File: config.mk
export PLATFORM = sky130hd
export DESIGN_NAME = monitor_converter_and_output_trim
export DESIGN_NICKNAME = d
export VERILOG_FILES = /design/src/hdl/mon_pkg.sv /design/src/hdl/monitor_converter_and_output_trim.sv /design/src/hdl/monitor_rate_divider.sv /design/src/hdl/sample_sync.sv
export SDC_FILE = /design/constraint.sdc
export NUM_CORES = 1
export LEC_CHECK = 0
export BUFFER_PORTS_ARGS = -buffer_cell sky130_fd_sc_hd__buf_2
export CAP_MARGIN = 20
export CORE_MARGIN = 3
export CORE_UTILIZATION = 51
export DETAILED_ROUTE_END_ITERATION = 7
export PLACE_DENSITY = 0.82
export SLEW_MARGIN = 20
export SYNTH_ARGS = -nofsm -noshare
export SYNTH_HDL_FRONTEND = slang
export SYNTH_SLANG_ARGS = --single-unit
File: constraint.sdc
create_clock -name pclk -period 2.35 [get_ports pclk]
set_clock_uncertainty 0.05 [all_clocks]
set_input_delay 0.1175 -clock pclk [delete_from_list [all_inputs] [get_ports pclk]]
set_output_delay 0.1175 -clock pclk [all_outputs]
set_load 0.05 [all_outputs]
File: src/hdl/mon_pkg.sv
package mon_pkg;

    // Clock rates in kHz; the divider counts are derived from them.
    localparam int unsigned CLK_KHZ = 200000;
    localparam int unsigned FAST_KHZ = 2000;
    localparam int unsigned SLOW_KHZ = 250;
    localparam int unsigned FAST_DIV = CLK_KHZ / FAST_KHZ;
    localparam int unsigned SLOW_DIV = CLK_KHZ / SLOW_KHZ;
    localparam int unsigned DIV_W = 10;
    localparam logic [DIV_W-1:0] FAST_LAST = DIV_W'(FAST_DIV - 1);
    localparam logic [DIV_W-1:0] SLOW_LAST = DIV_W'(SLOW_DIV - 1);

    // Conversion length in monitor converter clock cycles.
    localparam int unsigned CONV_TICKS = 17;
    localparam int unsigned CNT_W = 5;
    localparam logic [CNT_W-1:0] CONV_LAST = CNT_W'(CONV_TICKS - 1);

    // Register indices; the byte address is four times the index.
    localparam int unsigned ADDR_W = 12;
    localparam int unsigned IDX_W = 8;
    localparam logic [IDX_W-1:0] IDX_CM_TRIM = 8'h18;
    localparam logic [IDX_W-1:0] IDX_OFFSET_TRIM = 8'h19;
    localparam logic [IDX_W-1:0] IDX_CONV_CTRL = 8'h1B;
    localparam logic [IDX_W-1:0] IDX_CONV_DONE = 8'h1C;
    localparam logic [IDX_W-1:0] IDX_CONV_RESULT = 8'h1D;
    localparam logic [IDX_W-1:0] IDX_EV_STATUS = 8'h20;
    localparam logic [IDX_W-1:0] IDX_EV_ENABLE = 8'h21;
    localparam logic [IDX_W-1:0] IDX_EV_CLEAR = 8'h22;

    // Field layout.
    localparam int unsigned CM_W = 4;
    localparam int unsigned CODE_W = 8;
    localparam int unsigned DATA_W = 32;
    localparam int unsigned GO_BIT = 0;
    localparam int unsigned RATE_BIT = 1;
    localparam int unsigned DONE_BIT = 0;
    localparam int unsigned EV_W = 2;
    localparam int unsigned EV_DONE = 0;
    localparam int unsigned EV_REFUSED = 1;

    // Reset values.
    localparam logic [CM_W-1:0] CM_RESET = 4'h0;
    localparam logic [CODE_W-1:0] OFFSET_RESET = 8'hA0;
    localparam logic RATE_RESET = 1'h0;
    localparam logic DONE_RESET = 1'h1;
    localparam logic [CODE_W-1:0] RESULT_RESET = 8'hBD;
    localparam logic [EV_W-1:0] EV_RESET = 2'h0;

    typedef enum logic {
        CONV_IDLE = 1'b0,
        CONV_RUN = 1'b1
    } conv_state_e;

    typedef struct packed {
        logic [CM_W-1:0] amp_input_cm_current;
        logic [CODE_W-1:0] output_dc_offset_trim;
    } trim_s;

    typedef struct packed {
        logic [DIV_W-1:0] count;
        logic tick;
    } div_state_s;

    typedef struct packed {
        logic [CODE_W-1:0] meta;
        logic [CODE_W-1:0] stable;
    } sync_state_s;

    typedef struct packed {
        conv_state_e conv;
        logic [CNT_W-1:0] ticks;
        logic conv_rate;
        logic conversion_active;
        logic done;
        logic [CODE_W-1:0] result;
        trim_s trim;
        logic rate_sel;
        logic [EV_W-1:0] ev_status;
        logic [EV_W-1:0] ev_enable;
        logic irq;
        logic pready;
        logic pslverr;
        logic [DATA_W-1:0] prdata;
    } top_state_s;

endpackage : mon_pkg

File: src/hdl/monitor_converter_and_output_trim.sv
// What this block does
// - Writing one to the start bit of the control register begins a conversion when idle.
// - A conversion completes seventeen monitor converter clock cycles after start.
// - Rate bit zero selects 2 MHz, one selects 250 kHz; resets to zero.
// - The completion flag reads zero throughout a conversion in progress.
// - Completion flag is read-only bit zero, one after reset and after completion.
// - Result register captures the sample at conversion end; resets to 0xBD.
// - Result is an unsigned 8-bit code of the sensor voltage, full scale 255.
// - Four-bit common-mode current field resets to zero, linear current setting.
// - Eight-bit output offset trim resets to 0xA0, linear offset adjustment.
//
// Local design decision: the APB register port.
`timescale 1ns/1ps
`default_nettype none

module monitor_converter_and_output_trim (
    input wire logic pclk,
    input wire logic presetn,
    input wire logic psel,
    input wire logic penable,
    input wire logic pwrite,
    input wire logic [mon_pkg::ADDR_W-1:0] paddr,
    input wire logic [mon_pkg::DATA_W-1:0] pwdata,
    output logic [mon_pkg::DATA_W-1:0] prdata,
    output logic pready,
    output logic pslverr,
    input wire logic [mon_pkg::CODE_W-1:0] sample_code,
    output mon_pkg::trim_s trim,
    output logic monitor_rate_select,
    output logic conversion_active,
    output logic irq
);

    mon_pkg::top_state_s st;
    mon_pkg::top_state_s next_st;

    logic tick;
    logic [mon_pkg::CODE_W-1:0] sample_sync_code;
    logic setup;
    logic access;
    logic wr;
    logic rd_setup;
    logic start_req;
    logic start_ok;
    logic start_refused;
    logic conv_end;
    logic [mon_pkg::EV_W-1:0] ev_set;
    logic [mon_pkg::EV_W-1:0] ev_clr;

    // Word index of a byte address; upper bits must be zero to match.
    function automatic logic hit(
        input logic [mon_pkg::ADDR_W-1:0] addr,
        input logic [mon_pkg::IDX_W-1:0] index
    );
        logic ok;
        ok = (addr[1:0] == 2'h0)
            && (addr[mon_pkg::ADDR_W-1:2]
                == {{(mon_pkg::ADDR_W-2-mon_pkg::IDX_W){1'b0}}, index});
        return ok;
    endfunction : hit

    function automatic logic mapped(
        input logic [mon_pkg::ADDR_W-1:0] addr
    );
        logic ok;
        ok = hit(addr, mon_pkg::IDX_CM_TRIM)
            || hit(addr, mon_pkg::IDX_OFFSET_TRIM)
            || hit(addr, mon_pkg::IDX_CONV_CTRL)
            || hit(addr, mon_pkg::IDX_CONV_DONE)
            || hit(addr, mon_pkg::IDX_CONV_RESULT)
            || hit(addr, mon_pkg::IDX_EV_STATUS)
            || hit(addr, mon_pkg::IDX_EV_ENABLE)
            || hit(addr, mon_pkg::IDX_EV_CLEAR);
        return ok;
    endfunction : mapped

    // Read value of one register, with unused bits as zero.
    function automatic logic [mon_pkg::DATA_W-1:0] read_word(
        input logic [mon_pkg::ADDR_W-1:0] addr,
        input mon_pkg::top_state_s s
    );
        logic [mon_pkg::DATA_W-1:0] w;
        w = '0;
        if (hit(addr, mon_pkg::IDX_CM_TRIM)) begin
            w[mon_pkg::CM_W-1:0] = s.trim.amp_input_cm_current;
        end else if (hit(addr, mon_pkg::IDX_OFFSET_TRIM)) begin
            w[mon_pkg::CODE_W-1:0] = s.trim.output_dc_offset_trim;
        end else if (hit(addr, mon_pkg::IDX_CONV_CTRL)) begin
            w[mon_pkg::RATE_BIT] = s.rate_sel;
            w[mon_pkg::GO_BIT] = (s.conv == mon_pkg::CONV_RUN);
        end else if (hit(addr, mon_pkg::IDX_CONV_DONE)) begin
            w[mon_pkg::DONE_BIT] = s.done;
        end else if (hit(addr, mon_pkg::IDX_CONV_RESULT)) begin
            w[mon_pkg::CODE_W-1:0] = s.result;
        end else if (hit(addr, mon_pkg::IDX_EV_STATUS)) begin
            w[mon_pkg::EV_W-1:0] = s.ev_status;
        end else if (hit(addr, mon_pkg::IDX_EV_ENABLE)) begin
            w[mon_pkg::EV_W-1:0] = s.ev_enable;
        end else begin
            w = '0;
        end
        return w;
    endfunction : read_word

    monitor_rate_divider u_divider (
        .pclk(pclk),
        .presetn(presetn),
        .restart(start_ok),
        .slow(st.conv_rate),
        .tick(tick)
    );

    sample_sync u_sample_sync (
        .pclk(pclk),
        .presetn(presetn),
        .sample_in(sample_code),
        .sample_out(sample_sync_code)
    );

    // Bus phases. The slave answers in the first access cycle, so every
    // transfer is exactly one setup and one access cycle long.
    always_comb begin
        setup = psel && !penable;
        access = psel && penable && st.pready;
        wr = access && pwrite && !st.pslverr;
        rd_setup = setup && !pwrite;
    end

    // Start handling; a start written while busy is dropped and reported.
    always_comb begin
        start_req = wr && hit(paddr, mon_pkg::IDX_CONV_CTRL)
            && pwdata[mon_pkg::GO_BIT];
        start_ok = start_req && (st.conv == mon_pkg::CONV_IDLE);
        start_refused = start_req && (st.conv == mon_pkg::CONV_RUN);
        conv_end = (st.conv == mon_pkg::CONV_RUN) && tick
            && (st.ticks == mon_pkg::CONV_LAST);
    end

    always_comb begin
        ev_set = '0;
        ev_set[mon_pkg::EV_DONE] = conv_end;
        ev_set[mon_pkg::EV_REFUSED] = start_refused;
        ev_clr = '0;
        if (wr && hit(paddr, mon_pkg::IDX_EV_CLEAR)) begin
            ev_clr = pwdata[mon_pkg::EV_W-1:0];
        end
    end

    always_comb begin
        next_st = st;

        // Register answers.
        next_st.pready = setup;
        if (setup) begin
            next_st.pslverr = !mapped(paddr);
            next_st.prdata = '0;
            if (rd_setup) begin
                next_st.prdata = read_word(paddr, st);
            end
        end else begin
            next_st.pslverr = 1'b0;
        end

        // Trim, rate and event enable writes.
        if (wr && hit(paddr, mon_pkg::IDX_CM_TRIM)) begin
            next_st.trim.amp_input_cm_current =
                pwdata[mon_pkg::CM_W-1:0];
        end
        if (wr && hit(paddr, mon_pkg::IDX_OFFSET_TRIM)) begin
            next_st.trim.output_dc_offset_trim =
                pwdata[mon_pkg::CODE_W-1:0];
        end
        if (wr && hit(paddr, mon_pkg::IDX_CONV_CTRL)) begin
            next_st.rate_sel = pwdata[mon_pkg::RATE_BIT];
        end
        if (wr && hit(paddr, mon_pkg::IDX_EV_ENABLE)) begin
            next_st.ev_enable = pwdata[mon_pkg::EV_W-1:0];
        end

        // Conversion sequencer.
        case (st.conv)
            mon_pkg::CONV_IDLE: begin
                if (start_ok) begin
                    next_st.conv = mon_pkg::CONV_RUN;
                    next_st.ticks = '0;
                    // The rate written with the start bit takes effect
                    // for this conversion; later writes change monitor_rate_select at once but never the divider.
                    next_st.conv_rate = pwdata[mon_pkg::RATE_BIT];
                    next_st.done = 1'b0;
                    next_st.conversion_active = 1'b1;
                end
            end
            mon_pkg::CONV_RUN: begin
                if (conv_end) begin
                    next_st.conv = mon_pkg::CONV_IDLE;
                    next_st.done = 1'b1;
                    next_st.result = sample_sync_code;
                    next_st.conversion_active = 1'b0;
                end else if (tick) begin
                    next_st.ticks = st.ticks + 1'b1;
                end
            end
            default: begin
                next_st.conv = mon_pkg::CONV_IDLE;
                next_st.done = 1'b1;
                next_st.conversion_active = 1'b0;
            end
        endcase

        // Sticky events: a set in the same cycle as its clear wins.
        next_st.ev_status = (st.ev_status & ~ev_clr) | ev_set;
        next_st.irq = |(next_st.ev_status & next_st.ev_enable);
    end

    always_ff @(posedge pclk or negedge presetn) begin
        if (!presetn) begin
            st.conv <= mon_pkg::CONV_IDLE;
            st.ticks <= '0;
            st.conv_rate <= mon_pkg::RATE_RESET;
            st.conversion_active <= 1'b0;
            st.done <= mon_pkg::DONE_RESET;
            st.result <= mon_pkg::RESULT_RESET;
            st.trim.amp_input_cm_current <= mon_pkg::CM_RESET;
            st.trim.output_dc_offset_trim <= mon_pkg::OFFSET_RESET;
            st.rate_sel <= mon_pkg::RATE_RESET;
            st.ev_status <= mon_pkg::EV_RESET;
            st.ev_enable <= mon_pkg::EV_RESET;
            st.irq <= 1'b0;
            st.pready <= 1'b0;
            st.pslverr <= 1'b0;
            st.prdata <= '0;
        end else begin
            st <= next_st;
        end
    end

    assign prdata = st.prdata;
    assign pready = st.pready;
    assign pslverr = st.pslverr;
    assign trim = st.trim;
    assign monitor_rate_select = st.rate_sel;
    assign conversion_active = st.conversion_active;
    assign irq = st.irq;

endmodule : monitor_converter_and_output_trim

`default_nettype wire

File: src/hdl/monitor_rate_divider.sv
`timescale 1ns/1ps
`default_nettype none

module monitor_rate_divider (
    input wire logic pclk,
    input wire logic presetn,
    input wire logic restart,
    input wire logic slow,
    output logic tick
);

    mon_pkg::div_state_s st;
    mon_pkg::div_state_s next_st;
    logic [mon_pkg::DIV_W-1:0] last;

    always_comb begin
        next_st = st;
        last = slow ? mon_pkg::SLOW_LAST : mon_pkg::FAST_LAST;
        next_st.tick = 1'b0;
        // Restart aligns the period so a conversion sees whole cycles.
        if (restart) begin
            next_st.count = '0;
        end else if (st.count >= last) begin
            next_st.count = '0;
            next_st.tick = 1'b1;
        end else begin
            next_st.count = st.count + 1'b1;
        end
    end

    always_ff @(posedge pclk or negedge presetn) begin
        if (!presetn) begin
            st <= '0;
        end else begin
            st <= next_st;
        end
    end

    assign tick = st.tick;

endmodule : monitor_rate_divider

`default_nettype wire

File: src/hdl/sample_sync.sv
`timescale 1ns/1ps
`default_nettype none

module sample_sync (
    input wire logic pclk,
    input wire logic presetn,
    input wire logic [mon_pkg::CODE_W-1:0] sample_in,
    output logic [mon_pkg::CODE_W-1:0] sample_out
);

    mon_pkg::sync_state_s st;
    mon_pkg::sync_state_s next_st;

    // The analog code settles long before a conversion ends, so a plain
    // two-stage bus synchroniser is enough here.
    always_comb begin
        next_st = st;
        next_st.meta = sample_in;
        next_st.stable = st.meta;
    end

    always_ff @(posedge pclk or negedge presetn) begin
        if (!presetn) begin
            st <= '0;
        end else begin
            st <= next_st;
        end
    end

    assign sample_out = st.stable;

endmodule : sample_sync

`default_nettype wire
Word level (Yosys, flattened, before mapping)
Index checks and enable logic that the tools add are counted.
{"block": "word_totals", "regBits": 96}
{"block": "op_classes", "addsub": 2, "n_lt_le_gt_ge": 1, "n_eq_ne": 13, "muxes": 41, "bitwise": 5, "n_reduce_logical": 41}
{"operator": "$mux W30", "n": 8}
{"operator": "$mux W8", "n": 8}
{"operator": "$eq A10 B5 Y1 const B", "n": 5}
{"operator": "$mux W24", "n": 2}
{"operator": "$mux W10", "n": 4}
{"operator": "$mux W32", "n": 1}
{"operator": "$mux W31", "n": 1}
{"operator": "$eq A10 B6 Y1 const B", "n": 3}
{"operator": "$mux W28", "n": 1}
{"operator": "$logic_and A1 B1 Y1", "n": 24}
{"operator": "$pmux W6 S2", "n": 1}
{"operator": "$add A10 B1 Y10 const B", "n": 1}
{"operator": "$ge A10 B10 Y1", "n": 1}
{"operator": "$mux W2", "n": 5}
{"operator": "$mux W5", "n": 2}
{"operator": "$mux W9", "n": 1}
{"operator": "$logic_or A1 B1 Y1", "n": 7}
{"operator": "$reduce_and A2 Y1", "n": 3}
{"operator": "$add A5 B1 Y5 const B", "n": 1}
{"operator": "$eq A5 B5 Y1 const B", "n": 1}
{"operator": "$mux W1", "n": 5}
{"operator": "$and A2 B2 Y2", "n": 2}
{"operator": "$logic_not A1 Y1", "n": 4}
{"operator": "$mux W4", "n": 1}
{"operator": "9 further kinds", "n": 11}

Logic depth before layout (Yosys ltp)
{"block": "logic_depth", "word_depth": 21, "depth_mapped": 7}

Hierarchy
A second synthesis with hierarchy kept.
{"block": "unflattened", "hier_cells": 309, "area_unflattened_um2": 3567.2}
{"module": "monitor_converter_and_output_trim", "instances": 1, "cells_each": 228, "area_each_um2": 2466.1, "seq_area_each_um2": 1137.3}
{"module": "monitor_rate_divider", "instances": 1, "cells_each": 65, "area_each_um2": 700.7, "seq_area_each_um2": 275.3}
{"module": "sample_sync", "instances": 1, "cells_each": 16, "area_each_um2": 400.4, "seq_area_each_um2": 400.4}

Worst setup path before layout
OpenSTA, ideal clock, no wires.
{"block": "synth_timing", "path_type": "register to register", "from": "reg, netlist name pready", "to": "reg, netlist name trim[4]", "setup_ns": 0.125, "arrival_ns": 1.884, "required_ns": 2.175, "setup_slack_ns": 0.291, "stages_incl_launch_ff": 6, "synth_period_minus_slack_ns": 2.059, "path_cell_list": "dfrtp_1 and4b_1 nand2_1 nor3_1 buf_2 mux2_2"}
{"block": "synth_via", "elab_chain_len": 4}
{"element": "$logic_and A1 B1 Y1", "line": "monitor_converter_and_output_trim.sv:124", "source": "access = psel && penable && st.pready;"}
{"element": "$logic_and A1 B1 Y1 (2 in a row)", "line": "monitor_converter_and_output_trim.sv:125", "source": "wr = access && pwrite && !st.pslverr;"}
{"element": "$logic_and A1 B1 Y1", "line": "monitor_converter_and_output_trim.sv:169", "source": "if (wr && hit(paddr, mon_pkg::IDX_OFFSET_TRIM)) begin"}
Every way passes these cells.
A chain may end at the register's enable or synchronous reset.

==> impl_results.md <==
* Result of the run: finished, final reports clean
* Detailed router's first-iteration violation count at between 100 and 150
* Worst-skew pair later-pin latency at between 0.3 and 0.4 ns
* Chip width at 89.0 um
* Register clock-pin slew on the reported worst setup and hold paths at 0.08 ns
* Floorplan die area at about 7900 um2
* RSZ-0062 raised after global routing: no
* Number of port buffers at 57
* Buffers inserted during post-CTS setup optimization at 0
* Capturing element type of the critical path: flop
* Vias per Instance at about 5.3
* Cell taking the most area after synthesis: sky130_fd_sc_hd__dfrtp_1
* Count of final setup violators at 0
* Fraction of final layout cells with drive strength greater than 1 at 0.306
* Maximum buffer depth of the clock tree at 2
* Cell area after technology mapping at about 3500 um2
* Total clock sinks at 72
* HPWL after DPL at around 4900 um
* Core area at between 6000 and 7000 um2
* Final routed wirelength across all metal layers at around 7000 um
* Number of cells produced by synthesis at between 300 and 400
* Cell at the root of the clock tree: sky130_fd_sc_hd__clkbuf_8
* Total I/O pin count at roughly 110
* Tightest Pin Transition at 0.554 ns
* Worst relative slew slack at 0.629
* Most common flop cell mapped by yosys: sky130_fd_sc_hd__dfrtp_1
* Cell type of the slowest stage on the worst timing path: sky130_fd_sc_hd__dfrtp_1
* Growth of design area from synthesis to finish at 15.5%
* Wire length per cell at ~15 um
* Required time at the worst-slack endpoint at between 2 and 3 ns
* Met2 usage in global routing at 0.320
* Global-route wire length before repair at about 11000 um
* Storage cell area at roughly 1800 um2
* Setup slack after layout at 0.210 ns
* YS warnings at 0
* H-tree depth reported by CTS at 3
* Cells along the critical path: ha_1, o311a_1, a221o_1, a31oi_2, o41ai_4, nor2_1
* Total DRC errors in the routed layout at 0
* Hold violation total from the final report at 0
* Standard-cell rows at 29
* Total routing usage reported by global routing at 0.188
* Clock tree from TritonCTS: built
* Worst setup path category: reg -> reg
* Post-synth EDFFs at 0
* Number of nets with antenna violations after routing at 0
* Number of pins with negative max-slew slack in the final report at 0
* Number of global-route vias before repair at 2443
* Leading post-synthesis cells by cell area: sky130_fd_sc_hd__dfrtp_1 45%, sky130_fd_sc_hd__buf_4 9.4%, sky130_fd_sc_hd__dfstp_2 6.7%
* Final estimated routing congestion in global placement at between 0.8 and 0.9
* # diodes at 0
* Most congested layer reported by global routing: met2
* Area taken by multi-input logic gates at between 1000 and 1500 um2
* Starting utilization of the core area at 0.541
* Met3 Track Usage GR at 0.0553
* Final net count at about 450
* Largest net degree at the start of global routing at 73
* Initial antenna violation count at 0
* M1 GR Usage at 0.221
* DRT Pass-1 Iters at 4
* Total grt overflow at 0
* Die Ht at 89.0 um
* Max-Cap Viols at 0
* Fill cells at around 500
* Type of the most critical hold path: in -> reg
* Critical-path maximum fanout at 9
* Highest clock rate at around 470 MHz
* CP max stage delay at 0.42 ns
* Worst vdd rail ir drop at 358 uV
* Standby leakage power at 2.01 nW
* CTS buffer count at 9
* Shortest clock period the worst path allows after layout at 2.14 ns
* Avg Synthesized Cell Area at 11.0 um2
* Number of distinct standard cells referenced by the synthesized netlist at between 40 and 50
* Startpoint type of the worst setup path: flop
* Crit path DAT at between 2 and 2.5 ns
* Power Density at between 600 and 700 nW/um2
* Fraction of registers with async set or reset after synthesis at 1.00
* Post-placement worst setup slack at 0.139 ns
* Sequential area share after synthesis at 0.516
* Top-area cell type share of the netlist area at 0.449
* Final total negative setup slack at 0 ns
* Synthesis-stage register bit count at between 70 and 80
* Vias after detailed routing at about 2400
* Period Utilization, post-route at 0.910
power by group:
part	internal, mW	switching (mW)
Sequential	1.25	0.00491
Combinational	0.0529	0.160
Clock	0.550	0.458
placed cells by master (no fill, tap or decap), drive strengths merged, types with 2 or more instances in the layout:
cell type,instances
nor3,4
nand2,29
o21ai,15
dfstp,9
mux2i,5
dfrtp,63
conb,24
buf,64
clkbuf,12
a21oi,6
a22oi,4
inv,11
nand4,5
nor2,22
o31ai,5
a22o,2
dlygate4sd3,15
ha,10
xnor2,3
or3,3
nor4,2
nand2b,2
a31oi,4
clkinv,3
o311a,2
nand3,12
mux2,19
and3,3
xor2,8
worst max-delay path: cells and delay by family (launching register included):
| kind | cells | cell delay (ns) |
|---|---|---|
| adder cells (fa/ha/maj) | 1 | 0.30 |
| AND/OR/NAND/NOR | 1 | 0.16 |
| flip-flops | 1 | 0.42 |
| AO/OA/AOI/OAI | 4 | 1.13 |
metrics by stage:
step                hold WS (ns)  instance area (um2)  power (mW)  cells  utilization
floorplan                 -0.228                 3600        1.43    342            -
CTS                       0.0194                 4040        2.51    462        0.622
finish                    0.0358                 4060        2.48    462        0.625
detailed placement         0.121                 3680        1.48    431        0.567
global route              0.0426                 4060        2.58    462        0.625
global placement           0.114                 3680        1.47    431        0.567
logic make-up (layout without fill, tap and decap cells):
logic type / Yosys count / in the layout / share of synthesized area
and+or+nand+nor: 93 / 93 / 0.143
AOI/OAI and AO/OA: 45 / 45 / 0.0865
buffers and inverters: 63 / 106 / 0.115
DFF: 72 / 72 / 0.516
muxes: 24 / 24 / 0.0751
xor gates and xnor gates: 11 / 11 / 0.0274
other: 1 / 24 / 0.00107
adders and majority gates: 10 / 10 / 0.0356
final timing paths:
path                            slack, ns                           to  cells past startpoint                startpoint
worst max register to register       0.21              u_divider.st[3]                      6           u_divider.st[7]
worst max-delay path                 0.21              u_divider.st[3]                      6           u_divider.st[7]
max in group asynchronous            1.64                       st[56]                      3                   presetn
min in group asynchronous            0.26              u_divider.st[5]                      3                   presetn
worst min register to register       0.30  u_sample_sync.sample_out[1]                      0  u_sample_sync.next_st[1]
worst min-delay path                 0.04                      trim[1]                      3                 pwdata[1]
per-layer routing:
metal  routed length [um]  vias to the layer above
met5                    0                        -
met4                  153                        0
met3                  434                       16
met2                 3460                       95
met1                 2940                     1173
li1                     -                     1157
layout make-up:
| cell class | count | share of cell area |
|---|---|---|
| Clock buffer | 12 | 0.0382 |
| Clock inverter | 4 | 0.0129 |
| Inverter | 11 | 0.0102 |
| Multi-Input combinational cell | 207 | 0.345 |
| Sequential cell | 72 | 0.447 |
| Tap cell | 77 | 0.0237 |
| Timing Repair Buffer | 79 | 0.123 |
synthesized netlist by cell type, drive strengths merged (6+ instances only):
cell and number:
buf 47, nor2 22, nand2 29, dfstp 9, dfrtp 63, xor2 8, a21oi 6, inv 11
ha 10, o21ai 15, nand3 12, mux2 19
registers in the layout, summed over array words and instances (netlist names):
register / flops
st: 20
trim: 12
u_divider.st: 10
prdata: 8
u_sample_sync.next_st: 8
u_sample_sync.sample_out: 8
conversion_active: 1
irq: 1
monitor_rate_select: 1
pready: 1
pslverr: 1
u_divider.tick: 1
repair_timing:
action,in CTS,in global routing
gates resized for setup,0,2
endpoints found under the hold margin,79,0
hold buffers,15,0
endpoints found under the setup margin,0,3
Note: power is estimated with default switching activity, not from simulation.
